$ cat src/rx_sigproc_pkg.sv
package rx_sigproc_pkg;

  localparam int unsigned ADDR_W = 12;
  localparam int unsigned DATA_W = 32;
  localparam int unsigned SAMPLE_W = 12;
  localparam int unsigned THRESH_W = 13;
  localparam int unsigned CORR_W = 6;

  // register indices; the bus address is four times the index
  localparam logic [ADDR_W-1:0] CM_CONFIG_INDEX = 12'h01b;
  localparam logic [ADDR_W-1:0] RM_CONFIG_INDEX = 12'h01c;
  localparam logic [ADDR_W-1:0] CM_CONFIG_ADDR = 12'h06c;
  localparam logic [ADDR_W-1:0] RM_CONFIG_ADDR = 12'h070;

  localparam logic [DATA_W-1:0] CM_RESET = 32'h0000_0000;
  localparam logic [DATA_W-1:0] RM_RESET = 32'h0008_0000;
  localparam logic [DATA_W-1:0] CM_WMASK = 32'h7fff_ffff;
  localparam logic [DATA_W-1:0] RM_WMASK = 32'h00ff_fffd;

  // card-mode config fields
  localparam int unsigned FRAMING_MSB = 30;
  localparam int unsigned FRAMING_LSB = 29;
  localparam int unsigned TAP_MSB = 28;
  localparam int unsigned TAP_LSB = 26;
  localparam int unsigned EDGE_TH_MSB = 25;
  localparam int unsigned EDGE_TH_LSB = 13;
  localparam int unsigned BIT_TH_MSB = 12;
  localparam int unsigned BIT_TH_LSB = 0;

  // reader-mode config fields
  localparam int unsigned IQ_MSB = 23;
  localparam int unsigned IQ_LSB = 21;
  localparam int unsigned RESYNC_BIT = 19;
  localparam int unsigned CORR_CLR_BIT = 18;
  localparam int unsigned FILT_OFF_BIT = 17;
  localparam int unsigned EARLY_DATA_BIT = 16;
  localparam int unsigned MIN_MSB = 15;
  localparam int unsigned MIN_LSB = 12;
  localparam int unsigned MINP_MSB = 11;
  localparam int unsigned MINP_LSB = 8;
  localparam int unsigned SHORT_EVAL_BIT = 7;
  localparam int unsigned COLL_MSB = 6;
  localparam int unsigned COLL_LSB = 5;
  localparam int unsigned AVG_BIT = 4;
  localparam int unsigned RECT_BIT = 3;
  localparam int unsigned SYNC_HIGH_BIT = 2;
  localparam int unsigned BPSK_BIT = 0;

  typedef enum logic [1:0] {
    FRAMING_TYPE_A, FRAMING_SYNC_F0, FRAMING_PROPRIETARY, FRAMING_TYPE_B
  } framing_t;

  localparam logic [2:0] IQ_BOTH = 3'h0;
  localparam logic [2:0] IQ_ONLY_I = 3'h1;
  localparam logic [2:0] IQ_ONLY_Q = 3'h2;
  localparam logic [2:0] IQ_STRONGEST = 3'h4;
  localparam logic [2:0] IQ_FIRST = 3'h5;

  localparam logic [1:0] COLL_EIGHTH = 2'h0;
  localparam logic [1:0] COLL_QUARTER = 2'h1;
  localparam logic [1:0] COLL_HALF = 2'h2;

  localparam logic [4:0] EVAL_SHORT = 5'h08;
  localparam logic [4:0] EVAL_LONG = 5'h10;
  localparam logic [1:0] AVG_GROUP_LAST = 2'h3;
  localparam int unsigned MAX_TAPS = 32;

endpackage

$ cat src/edge_tap_filter.sv
`timescale 1ns/100ps
module edge_tap_filter (
  input wire logic pclk,
  input wire logic presetn,
  input wire logic signed [rx_sigproc_pkg::SAMPLE_W-1:0] in_sample,
  input wire logic in_valid,
  input wire logic [2:0] tap_sel,
  output logic signed [rx_sigproc_pkg::SAMPLE_W:0] edge_value,
  output logic edge_valid
);
  localparam int unsigned W = rx_sigproc_pkg::SAMPLE_W;
  localparam int unsigned N = rx_sigproc_pkg::MAX_TAPS;
  logic signed [W-1:0] hist_q [N];

  function automatic logic [5:0] tap_count(input logic [2:0] sel);
    case (sel)
      3'h0: tap_count = 6'h04;
      3'h1: tap_count = 6'h06;
      3'h2: tap_count = 6'h08;
      3'h3: tap_count = 6'h08;
      3'h4: tap_count = 6'h10;
      3'h5: tap_count = 6'h12;
      3'h6: tap_count = 6'h18;
      default: tap_count = 6'h20;
    endcase
  endfunction

  wire [5:0] taps = tap_count(tap_sel);
  wire signed [W-1:0] oldest = hist_q[5'(taps - 6'h01)];

  always_ff @(posedge pclk or negedge presetn) begin
    if (!presetn) begin
      hist_q[0] <= '0;
    end else if (in_valid) begin
      hist_q[0] <= in_sample;
    end
  end
  for (genvar k = 1; k < N; k++) begin : g_hist
    always_ff @(posedge pclk or negedge presetn) begin
      if (!presetn) begin
        hist_q[k] <= '0;
      end else if (in_valid) begin
        hist_q[k] <= hist_q[k-1];
      end
    end
  end

  // comb difference across the window: large where the level steps
  always_ff @(posedge pclk or negedge presetn) begin
    if (!presetn) begin
      edge_value <= '0;
      edge_valid <= 1'b0;
    end else begin
      edge_valid <= in_valid;
      if (in_valid) begin
        edge_value <= (W+1)'(in_sample) - (W+1)'(oldest);
      end
    end
  end
endmodule

$ cat src/rx_demod_signal_config.sv
// Our own choice: register access over APB.
`timescale 1ns/100ps
module rx_demod_signal_config (
  input wire logic pclk,
  input wire logic presetn,
  input wire logic psel,
  input wire logic penable,
  input wire logic pwrite,
  input wire logic [rx_sigproc_pkg::ADDR_W-1:0] paddr,
  input wire logic [rx_sigproc_pkg::DATA_W-1:0] pwdata,
  output logic [rx_sigproc_pkg::DATA_W-1:0] prdata,
  output logic pready,
  output logic pslverr,
  input wire logic signed [rx_sigproc_pkg::SAMPLE_W-1:0] cm_sample,
  input wire logic cm_sample_valid,
  input wire logic auto_detect_en,
  input wire logic mode_detected,
  input wire logic [1:0] detected_framing,
  input wire logic signed [rx_sigproc_pkg::SAMPLE_W-1:0] i_sample,
  input wire logic signed [rx_sigproc_pkg::SAMPLE_W-1:0] q_sample,
  input wire logic rm_sample_valid,
  input wire logic rx_frame_start,
  input wire logic rx_path_reset,
  output logic [1:0] cm_framing,
  output logic cm_edge,
  output logic cm_bit,
  output logic rm_bit,
  output logic rm_bit_valid,
  output logic subcarrier_detect,
  output logic phase_shift_detect,
  output logic collision,
  output logic bpsk_mode
);
  localparam int unsigned W = rx_sigproc_pkg::SAMPLE_W;
  localparam int unsigned CW = rx_sigproc_pkg::CORR_W;

  typedef enum logic [1:0] {SOF_IDLE, SOF_WAIT_EXTREME, SOF_DATA} sof_t;

  function automatic logic [W-1:0] magnitude(input logic signed [W:0] v);
    logic [W:0] a;
    a = v[W] ? (W+1)'(-v) : v;
    magnitude = (a[W]) ? {W{1'b1}} : a[W-1:0];
  endfunction

  logic [31:0] cm_q, cm_d, rm_q, rm_d;
  logic [31:0] rdata_q;

  // ---------------- APB slave, zero wait states ----------------
  wire setup_ph = psel && !penable;
  wire access_ph = psel && penable;
  wire hit_cm = (paddr == rx_sigproc_pkg::CM_CONFIG_ADDR);
  wire hit_rm = (paddr == rx_sigproc_pkg::RM_CONFIG_ADDR);
  wire wr_cm = access_ph && pwrite && hit_cm;
  wire wr_rm = access_ph && pwrite && hit_rm;
  wire auto_write = auto_detect_en && mode_detected;
  wire [31:0] rd_mux = hit_cm ? cm_q : hit_rm ? rm_q : 32'h0000_0000;

  assign pready = 1'b1;
  assign pslverr = access_ph && !hit_cm && !hit_rm;
  assign prdata = rdata_q;

  // the detector update is applied after the software write so it wins
  always_comb begin
    cm_d = wr_cm ? (pwdata & rx_sigproc_pkg::CM_WMASK) : cm_q;
    if (auto_write) begin
      cm_d[rx_sigproc_pkg::FRAMING_MSB:rx_sigproc_pkg::FRAMING_LSB] =
        detected_framing;
    end
    rm_d = wr_rm ? (pwdata & rx_sigproc_pkg::RM_WMASK) : rm_q;
  end

  always_ff @(posedge pclk or negedge presetn) begin
    if (!presetn) begin
      cm_q <= rx_sigproc_pkg::CM_RESET;
      rm_q <= rx_sigproc_pkg::RM_RESET;
      rdata_q <= 32'h0000_0000;
    end else begin
      cm_q <= cm_d;
      rm_q <= rm_d;
      if (setup_ph && !pwrite) begin
        rdata_q <= rd_mux;
      end
    end
  end

  // ---------------- configuration fields ----------------
  wire [2:0] tap_sel = cm_q[rx_sigproc_pkg::TAP_MSB:rx_sigproc_pkg::TAP_LSB];
  wire [12:0] edge_th =
    cm_q[rx_sigproc_pkg::EDGE_TH_MSB:rx_sigproc_pkg::EDGE_TH_LSB];
  wire [12:0] bit_th =
    cm_q[rx_sigproc_pkg::BIT_TH_MSB:rx_sigproc_pkg::BIT_TH_LSB];
  wire [2:0] iq_mode = rm_q[rx_sigproc_pkg::IQ_MSB:rx_sigproc_pkg::IQ_LSB];
  wire resync_eq = rm_q[rx_sigproc_pkg::RESYNC_BIT];
  wire corr_clear = rm_q[rx_sigproc_pkg::CORR_CLR_BIT];
  wire filt_off = rm_q[rx_sigproc_pkg::FILT_OFF_BIT];
  wire early_data = rm_q[rx_sigproc_pkg::EARLY_DATA_BIT];
  wire [3:0] min_level = rm_q[rx_sigproc_pkg::MIN_MSB:rx_sigproc_pkg::MIN_LSB];
  wire [3:0] min_level_p =
    rm_q[rx_sigproc_pkg::MINP_MSB:rx_sigproc_pkg::MINP_LSB];
  wire short_eval = rm_q[rx_sigproc_pkg::SHORT_EVAL_BIT];
  wire [1:0] coll_sel = rm_q[rx_sigproc_pkg::COLL_MSB:rx_sigproc_pkg::COLL_LSB];
  wire sync_high = rm_q[rx_sigproc_pkg::SYNC_HIGH_BIT];

  assign cm_framing =
    cm_q[rx_sigproc_pkg::FRAMING_MSB:rx_sigproc_pkg::FRAMING_LSB];
  assign bpsk_mode = rm_q[rx_sigproc_pkg::BPSK_BIT];

  // ---------------- card-mode sample processor ----------------
  logic signed [W:0] edge_value;
  logic edge_valid;
  edge_tap_filter u_edge (
    .pclk(pclk),
    .presetn(presetn),
    .in_sample(cm_sample),
    .in_valid(cm_sample_valid),
    .tap_sel(tap_sel),
    .edge_value(edge_value),
    .edge_valid(edge_valid)
  );
  wire [W-1:0] edge_mag = magnitude(edge_value);
  wire edge_hit = {1'b0, edge_mag} > edge_th;
  wire bit_hit = $signed(cm_sample) > $signed({1'b0, bit_th});

  always_ff @(posedge pclk or negedge presetn) begin
    if (!presetn) begin
      cm_edge <= 1'b0;
      cm_bit <= 1'b0;
    end else begin
      if (edge_valid) begin
        cm_edge <= edge_hit;
      end
      if (cm_sample_valid) begin
        cm_bit <= bit_hit;
      end
    end
  end

  // ---------------- reader-mode front: pre-filter ----------------
  logic signed [W-1:0] i_filt, q_filt;
  logic i_fvalid;
  sample_prefilter u_pre_i (
    .pclk(pclk),
    .presetn(presetn),
    .in_sample(i_sample),
    .in_valid(rm_sample_valid),
    .avg_en(rm_q[rx_sigproc_pkg::AVG_BIT]),
    .rect_en(rm_q[rx_sigproc_pkg::RECT_BIT]),
    .out_sample(i_filt),
    .out_valid(i_fvalid)
  );
  sample_prefilter u_pre_q (
    .pclk(pclk),
    .presetn(presetn),
    .in_sample(q_sample),
    .in_valid(rm_sample_valid),
    .avg_en(rm_q[rx_sigproc_pkg::AVG_BIT]),
    .rect_en(rm_q[rx_sigproc_pkg::RECT_BIT]),
    .out_sample(q_filt),
    .out_valid()
  );

  // ---------------- channel selection ----------------
  logic first_seen_q, first_is_q_q;
  wire [W-1:0] mag_i = magnitude((W+1)'(i_filt));
  wire [W-1:0] mag_q = magnitude((W+1)'(q_filt));
  wire i_strong = mag_i >= mag_q;
  wire i_above = mag_i[W-1:W-4] > min_level;
  wire q_above = mag_q[W-1:W-4] > min_level;
  wire signed [W:0] sum_iq = (W+1)'(i_filt) + (W+1)'(q_filt);
  wire signed [W:0] ext_i = (W+1)'(i_filt);
  wire signed [W:0] ext_q = (W+1)'(q_filt);
  wire signed [W:0] sel_sig =
    (iq_mode == rx_sigproc_pkg::IQ_BOTH) ? sum_iq :
    (iq_mode == rx_sigproc_pkg::IQ_ONLY_I) ? ext_i :
    (iq_mode == rx_sigproc_pkg::IQ_ONLY_Q) ? ext_q :
    (iq_mode == rx_sigproc_pkg::IQ_STRONGEST) ? (i_strong ? ext_i : ext_q) :
    (iq_mode == rx_sigproc_pkg::IQ_FIRST) ? (first_is_q_q ? ext_q : ext_i) :
    '0;
  wire [W-1:0] sel_mag = magnitude(sel_sig);
  wire sub_hit = sel_mag[W-1:W-4] > min_level;

  // collision: the weaker channel against a fraction of the stronger one
  wire [W-1:0] primary = i_strong ? mag_i : mag_q;
  wire [W-1:0] secondary = i_strong ? mag_q : mag_i;
  wire [W-1:0] coll_th =
    (coll_sel == rx_sigproc_pkg::COLL_EIGHTH) ? (primary >> 3) :
    (coll_sel == rx_sigproc_pkg::COLL_QUARTER) ? (primary >> 2) :
    (primary >> 1);
  wire coll_hit = (coll_sel != 2'h3) && sub_hit && (secondary > coll_th);

  always_ff @(posedge pclk or negedge presetn) begin
    if (!presetn) begin
      first_seen_q <= 1'b0;
      first_is_q_q <= 1'b0;
      subcarrier_detect <= 1'b0;
      collision <= 1'b0;
    end else begin
      if (rx_frame_start) begin
        first_seen_q <= 1'b0;
        first_is_q_q <= 1'b0;
      end else if (i_fvalid && !first_seen_q && (i_above || q_above)) begin
        first_seen_q <= 1'b1;
        first_is_q_q <= !i_above;
      end
      if (i_fvalid) begin
        subcarrier_detect <= sub_hit;
        collision <= coll_hit;
      end
    end
  end

  // ---------------- correlator and bit grid ----------------
  sof_t sof_q;
  logic [4:0] eval_cnt_q;
  logic signed [CW-1:0] corr_acc_q, corr_last_q;
  logic [5:0] hist_q;
  wire [4:0] eval_len = short_eval ? rx_sigproc_pkg::EVAL_SHORT :
    rx_sigproc_pkg::EVAL_LONG;
  wire win_end = i_fvalid && (eval_cnt_q == eval_len - 5'h01);
  wire signed [CW-1:0] step = sel_sig[W] ? -6'sd1 : 6'sd1;
  wire signed [CW-1:0] corr_new = corr_acc_q + step;
  wire corr_equal = corr_new == corr_last_q;
  wire resync = win_end && (sof_q == SOF_WAIT_EXTREME) && resync_eq &&
    corr_equal;
  // the first extreme is seen once the correlation turns back
  wire turned = sync_high ? (corr_new < corr_last_q) :
    (corr_new > corr_last_q);
  wire accept = (sof_q == SOF_DATA) ||
    ((sof_q == SOF_WAIT_EXTREME) && early_data);

  // bpsk phase patterns over the sliced correlation history
  wire [5:0] hist_d = {hist_q[4:0], !corr_new[CW-1]};
  wire m0110 = hist_d[4:1] == 4'h6;
  wire m1110 = hist_d[5:2] == 4'he;
  wire m0111 = hist_d[3:0] == 4'h7;
  wire bpsk_bit = filt_off ? m0110 : (m0110 && !m1110 && !m0111);
  wire signed [CW:0] corr_diff = (CW+1)'(corr_new) - (CW+1)'(corr_last_q);
  wire [CW:0] diff_mag = corr_diff[CW] ? (CW+1)'(-corr_diff) : corr_diff;
  wire phase_hit = bpsk_mode && (diff_mag > (CW+1)'(min_level_p));

  always_ff @(posedge pclk or negedge presetn) begin
    if (!presetn) begin
      eval_cnt_q <= '0;
      corr_acc_q <= '0;
      corr_last_q <= '0;
      hist_q <= '0;
    end else if (rx_path_reset) begin
      eval_cnt_q <= '0;
      if (corr_clear) begin
        corr_acc_q <= '0;
        corr_last_q <= '0;
        hist_q <= '0;
      end
    end else if (i_fvalid) begin
      if (resync) begin
        // shift the grid by half a window to centre on the transition
        eval_cnt_q <= eval_len >> 1;
      end else if (win_end) begin
        eval_cnt_q <= '0;
      end else begin
        eval_cnt_q <= eval_cnt_q + 5'h01;
      end
      if (win_end) begin
        corr_acc_q <= '0;
        corr_last_q <= corr_new;
        hist_q <= hist_d;
      end else begin
        corr_acc_q <= corr_new;
      end
    end
  end

  always_ff @(posedge pclk or negedge presetn) begin
    if (!presetn) begin
      sof_q <= SOF_IDLE;
    end else begin
      case (sof_q)
        SOF_IDLE: begin
          if (rx_frame_start) begin
            sof_q <= SOF_WAIT_EXTREME;
          end
        end
        SOF_WAIT_EXTREME: begin
          if (rx_path_reset) begin
            sof_q <= SOF_IDLE;
          end else if (win_end && turned) begin
            sof_q <= SOF_DATA;
          end
        end
        default: begin
          if (rx_path_reset) begin
            sof_q <= SOF_IDLE;
          end
        end
      endcase
    end
  end

  always_ff @(posedge pclk or negedge presetn) begin
    if (!presetn) begin
      rm_bit <= 1'b0;
      rm_bit_valid <= 1'b0;
      phase_shift_detect <= 1'b0;
    end else begin
      rm_bit_valid <= win_end && accept && !rx_path_reset;
      if (win_end) begin
        rm_bit <= bpsk_mode ? bpsk_bit : !corr_new[CW-1];
        phase_shift_detect <= phase_hit;
      end
    end
  end
endmodule

$ cat src/sample_prefilter.sv
`timescale 1ns/100ps
module sample_prefilter (
  input wire logic pclk,
  input wire logic presetn,
  input wire logic signed [rx_sigproc_pkg::SAMPLE_W-1:0] in_sample,
  input wire logic in_valid,
  input wire logic avg_en,
  input wire logic rect_en,
  output logic signed [rx_sigproc_pkg::SAMPLE_W-1:0] out_sample,
  output logic out_valid
);
  localparam int unsigned W = rx_sigproc_pkg::SAMPLE_W;
  logic signed [W+1:0] acc_q, acc_d;
  logic [1:0] cnt_q;
  logic signed [W:0] doubled;
  logic signed [W-1:0] shaped;
  // doubling with saturation pushes the sine toward a square wave
  assign doubled = {in_sample, 1'b0};
  assign shaped = !rect_en ? in_sample :
    (doubled[W] != doubled[W-1]) ? {doubled[W], {(W-1){~doubled[W]}}} :
    doubled[W-1:0];
  assign acc_d = (cnt_q == 2'h0) ? (W+2)'(shaped) : acc_q + (W+2)'(shaped);
  always_ff @(posedge pclk or negedge presetn) begin
    if (!presetn) begin
      acc_q <= '0;
      cnt_q <= '0;
      out_sample <= '0;
      out_valid <= 1'b0;
    end else begin
      out_valid <= 1'b0;
      if (in_valid && !avg_en) begin
        out_sample <= shaped;
        out_valid <= 1'b1;
        cnt_q <= '0;
      end else if (in_valid) begin
        acc_q <= acc_d;
        cnt_q <= cnt_q + 2'h1;
        if (cnt_q == rx_sigproc_pkg::AVG_GROUP_LAST) begin
          out_sample <= acc_d[W+1:2];
          out_valid <= 1'b1;
        end
      end
    end
  end
endmodule

$ cat config.mk
export PLATFORM = sky130hd
export DESIGN_NAME = rx_demod_signal_config
export DESIGN_NICKNAME = d
export VERILOG_FILES = /design/src/rx_sigproc_pkg.sv /design/src/edge_tap_filter.sv /design/src/rx_demod_signal_config.sv /design/src/sample_prefilter.sv
export SDC_FILE = /design/constraint.sdc
export NUM_CORES = 1
export LEC_CHECK = 0
export BUFFER_PORTS_ARGS = -buffer_cell sky130_fd_sc_hd__buf_2
export CAP_MARGIN = 15
export CORE_MARGIN = 2
export CORE_UTILIZATION = 50
export CTS_CLUSTER_SIZE = 30
export DETAILED_ROUTE_END_ITERATION = 12
export PLACE_DENSITY_LB_ADDON = 0.15
export SLEW_MARGIN = 0
export SYNTH_ARGS = -nofsm -noshare
export SYNTH_HDL_FRONTEND = slang
export SYNTH_SLANG_ARGS = --single-unit
$ cat constraint.sdc
create_clock -name pclk -period 8.4 [get_ports pclk]
set_clock_uncertainty 0.2 [all_clocks]
set_input_delay 0.84 -clock pclk [delete_from_list [all_inputs] [get_ports pclk]]
set_output_delay 0.84 -clock pclk [all_outputs]
set_load 0.01 [all_outputs]
==> results.py <==
metrics = {
    "floorplanning": {
        "die_w_um": 249,
        "fp-row-count": 89,
        "ioPinCount": 137,
        "dieArea_um2": 62000,
        "die_height_um": 249,
        "core_area_um2": 59200,
        "initial_core_util_pct": 50.7,
    },
    "sta": {
        "setup_viol": 0,
        "hold_viol_final": 0,
        "grt_setup_unrepaired": "no",
        "fmax_ghz": 0.128,
        "fin_crit_sh_pct": 93.2,
        "drv_slew": 0,
        "worstMarginPinSlew_ns": 1.17,
        "fin_tns_setup_ns": 0,
        "slew_headroom_pct": 22.3,
        "fin_crit_ns": 7.83,
    },
    "synth": {
        "synth_fp_nets": 2871,
        "yosysSeqAreaShare_pct": 47.7,
        "yosys_warnings": 0,
        "synth_ff_type": "dfrtp_1",
        "ys_ff_latch": 572,
        "synth_cells": 2632,
        "synthTopCellsByArea": "dfrtp_1 (48%), mux2_2 (16%), ha_1 (5.8%)",
        "netlist_area_um2": 30000,
        "synth_top_area_share_pct": 47.6,
        "yosysTopAreaCell": "dfrtp_1",
        "avgSynthCellArea_um2": 11.4,
        "ys_async_sr_fraction_pct": 100,
        "synth-edff-count": 0,
        "synth.distinct_cells": 81,
    },
    "layout": {
        "area_growth_pct": 11.5,
        "final_common_cell": "dfrtp_1",
        "drive_above_1_share_pct": 27.7,
        "nNetsFinal": 2944,
        "final_cell_count_no_fill": 3530,
        "final_cell_mix": "dfrtp_1 (571), mux2_2 (417), nor2_1 (179)",
    },
    "placement": {
        "hpwl_um": 46400,
        "gp_congestion": 0.893,
        "port_buffers": 133,
        "dpl.cell_count": 3414,
    },
    "power_and_ir_drop": {
        "clockPowerShare_pct": 20.4,
        "power_density_nw_per_um2": 402,
        "p_sw_share_pct": 38.7,
        "p_leak_nw": 15.4,
        "pwr-share-seq_pct": 32.3,
        "power.switching_mw": 5.22,
        "p_total_mw": 13.5,
        "max-vdd-ir-drop_mv": 0.312,
        "intPower_mw": 8.26,
        "combinationalPowerShare_pct": 47.3,
    },
    "setup_path": {
        "r2r_start": "u_pre_q.out_sample[2]$_DFFE_PN0P_",
        "crit_family": "compound AO/OA/AOI/OAI gates",
        "cp-startpoint": "u_pre_q.out_sample[2]$_DFFE_PN0P_",
        "worstPathArrival_ns": 8.12,
        "cp-start-kind": "flip-flop",
        "worstPathRequired_ns": 8.69,
        "endpoint_kind": "flip-flop",
        "slowest_delay_ns": 0.53,
        "path_class": "flip-flop to flip-flop",
        "path_max_fanout": 9,
        "slowest_stage": "or4_4",
        "worst-path-buf-inv": 2,
        "critPathMostFrequentCell": "a21oi_1",
    },
    "run": {
        "max_cap_viol_count": 0,
    },
    "cts": {
        "cts_hold_buffers": 0,
        "root_buffer": "clkbuf_16",
        "cts_tree": "yes",
        "clk_pin_slew_worst_paths_ns": 0.06,
        "cts.sinks": 572,
        "clock_latency_ns": 0.64,
        "numCtsBuffers": 60,
        "htree_levels": 2,
        "clockBufferDepth": 3,
    },
    "drt": {
        "num_vias": 20500,
        "drtIter0Drc": 1330,
        "ant_nets": 0,
        "drcViolationCount": 0,
        "wl_um": 67200,
        "wl_per_cell_um": 19.0,
        "firstDrtPassIters": 5,
        "viasPerCell": 5.80,
    },
    "global_route": {
        "grt_pass1_vias": 20500,
        "grt_pass1_wl_um": 110000,
        "grt_start_max_net_pins": 208,
        "antenna_found_initial": 2,
        "grt.overflow.total": 0,
        "grt_usage_pct": 21.8,
    },
    "status": {
        "outcome": "finished, final reports clean",
    },
    "min_path": {
        "holdCritPathClass": "input port to asynchronous set/reset pin",
    },
}
==> kinds of logic (layout without fill, tap and decap cells) <==
family                     count (synthesis)  count (layout)  share of synthesized area [%]
other                                      2               4                         0.0250
xor gates and xnor gates                  75              75                           2.19
buffers and inverters                    266             389                           3.40
and+or+nand+nor                          525             525                           7.94
adders and majority gates                146             146                           6.24
DFF                                      572             572                           47.7
AOI/OAI and AO/OA                        534             534                           11.2
muxes                                    512             512                           21.3
==> per-stage QoR <==
step	setup WS, ns	hold WS [ns]	utilization (%)	instance area [um2]
after detailed placement	0.382	0.255	52.9	31300
after floorplan	1.22	0.239	-	30000
after CTS	0.403	0.118	56.5	33400
final	0.573	0.0667	56.5	33500
after global routing	0.00990	0.152	56.5	33500
after global placement	0.704	0.248	52.9	31300
==> registers in the layout (all words and copies together) (netlist names), 2 cells and up <==
name                cells
u_pre_q.acc_q          14
u_edge.hist_q         384
corr_last_q             6
u_pre_q.out_sample     12
corr_acc_q              6
u_pre_i.out_sample     12
u_pre_i.acc_q          14
u_edge.edge_value      13
rm_q                   23
cm_q                   31
u_pre_i.cnt_q           2
u_pre_q.cnt_q           2
prdata                 31
sof_q                   2
hist_q                  4
eval_cnt_q              5
==> Yosys cell counts, types with 8 or more instances <==
| library cell | number |
|---|---|
| inv_1 | 120 |
| xnor2_1 | 33 |
| dfrtp_1 | 571 |
| nand3_1 | 40 |
| o21bai_1 | 9 |
| a21oi_1 | 147 |
| nor2_1 | 179 |
| a31oi_1 | 28 |
| o21ai_1 | 8 |
| nand4_1 | 14 |
| buf_1 | 16 |
| nand2_1 | 170 |
| o21ai_0 | 155 |
| nand2b_1 | 16 |
| and3_1 | 12 |
| nor2b_1 | 32 |
| xor2_1 | 42 |
| a21o_1 | 23 |
| o31ai_1 | 8 |
| a22o_1 | 11 |
| o21a_1 | 17 |
| nor3_1 | 28 |
| a22oi_1 | 15 |
| mux2i_1 | 35 |
| a211oi_1 | 9 |
| ha_1 | 140 |
| clkbuf_1 | 120 |
| mux4_2 | 60 |
| a221oi_1 | 29 |
| mux2_2 | 417 |
==> cell type report <==
type / count / area (um2)
Antenna cell: 2 / 5.00
Clock buffer: 93 / 1830
Clock inverter: 19 / 278
Fill cell: 4999 / 25800
Inverter: 120 / 450
Multi-Input combinational cell: 1794 / 14700
Sequential cell: 572 / 14300
Tap cell: 773 / 967
Timing Repair Buffer: 157 / 891
==> metal layers <==
| layer | routed length (um) | vias to the layer above | global-route usage [%] |
|---|---|---|---|
| met4 | 1810 | 0 | 6.87 |
| met1 | 31400 | 10300 | 31.0 |
| met5 | 0 | - | 0 |
| met3 | 2780 | 104 | 2.87 |
| met2 | 31200 | 407 | 34.9 |
| li1 | - | 9645 | - |
==> power by group through the flow <==
stage	Clock (mW)	Sequential (mW)	Combinational, mW
finish	2.75	4.35	6.37
global route	2.95	4.49	7.19
CTS	2.83	4.35	6.27
detailed placement	0	4.40	6.23
global placement	0	4.33	5.99
floorplan	0	4.11	5.00
==> path summary, 6_finish.rpt <==
check,to,slack [ns],depth (start not counted)
min in group pclk,cm_q[24]$_DFFE_PN0P_,0.24,3
worst max register to register,phase_shift_detect$_DFFE_PN0P_,0.57,33
worst min-delay path,cm_q[29]$_DFFE_PN0P_,0.07,1
worst max-delay path,phase_shift_detect$_DFFE_PN0P_,0.57,33
worst min register to register,corr_last_q[3]$_DFFE_PN0P_,0.27,2
max in group asynchronous,u_pre_i.cnt_q[0]$_DFFE_PN0P_,6.09,3
==> what timing repair did <==
item,CTS,global route
resized for setup,0,2
endpoints found under the setup margin,0,1
buffers inserted,0,2
Power figures use the tool's default switching activity.
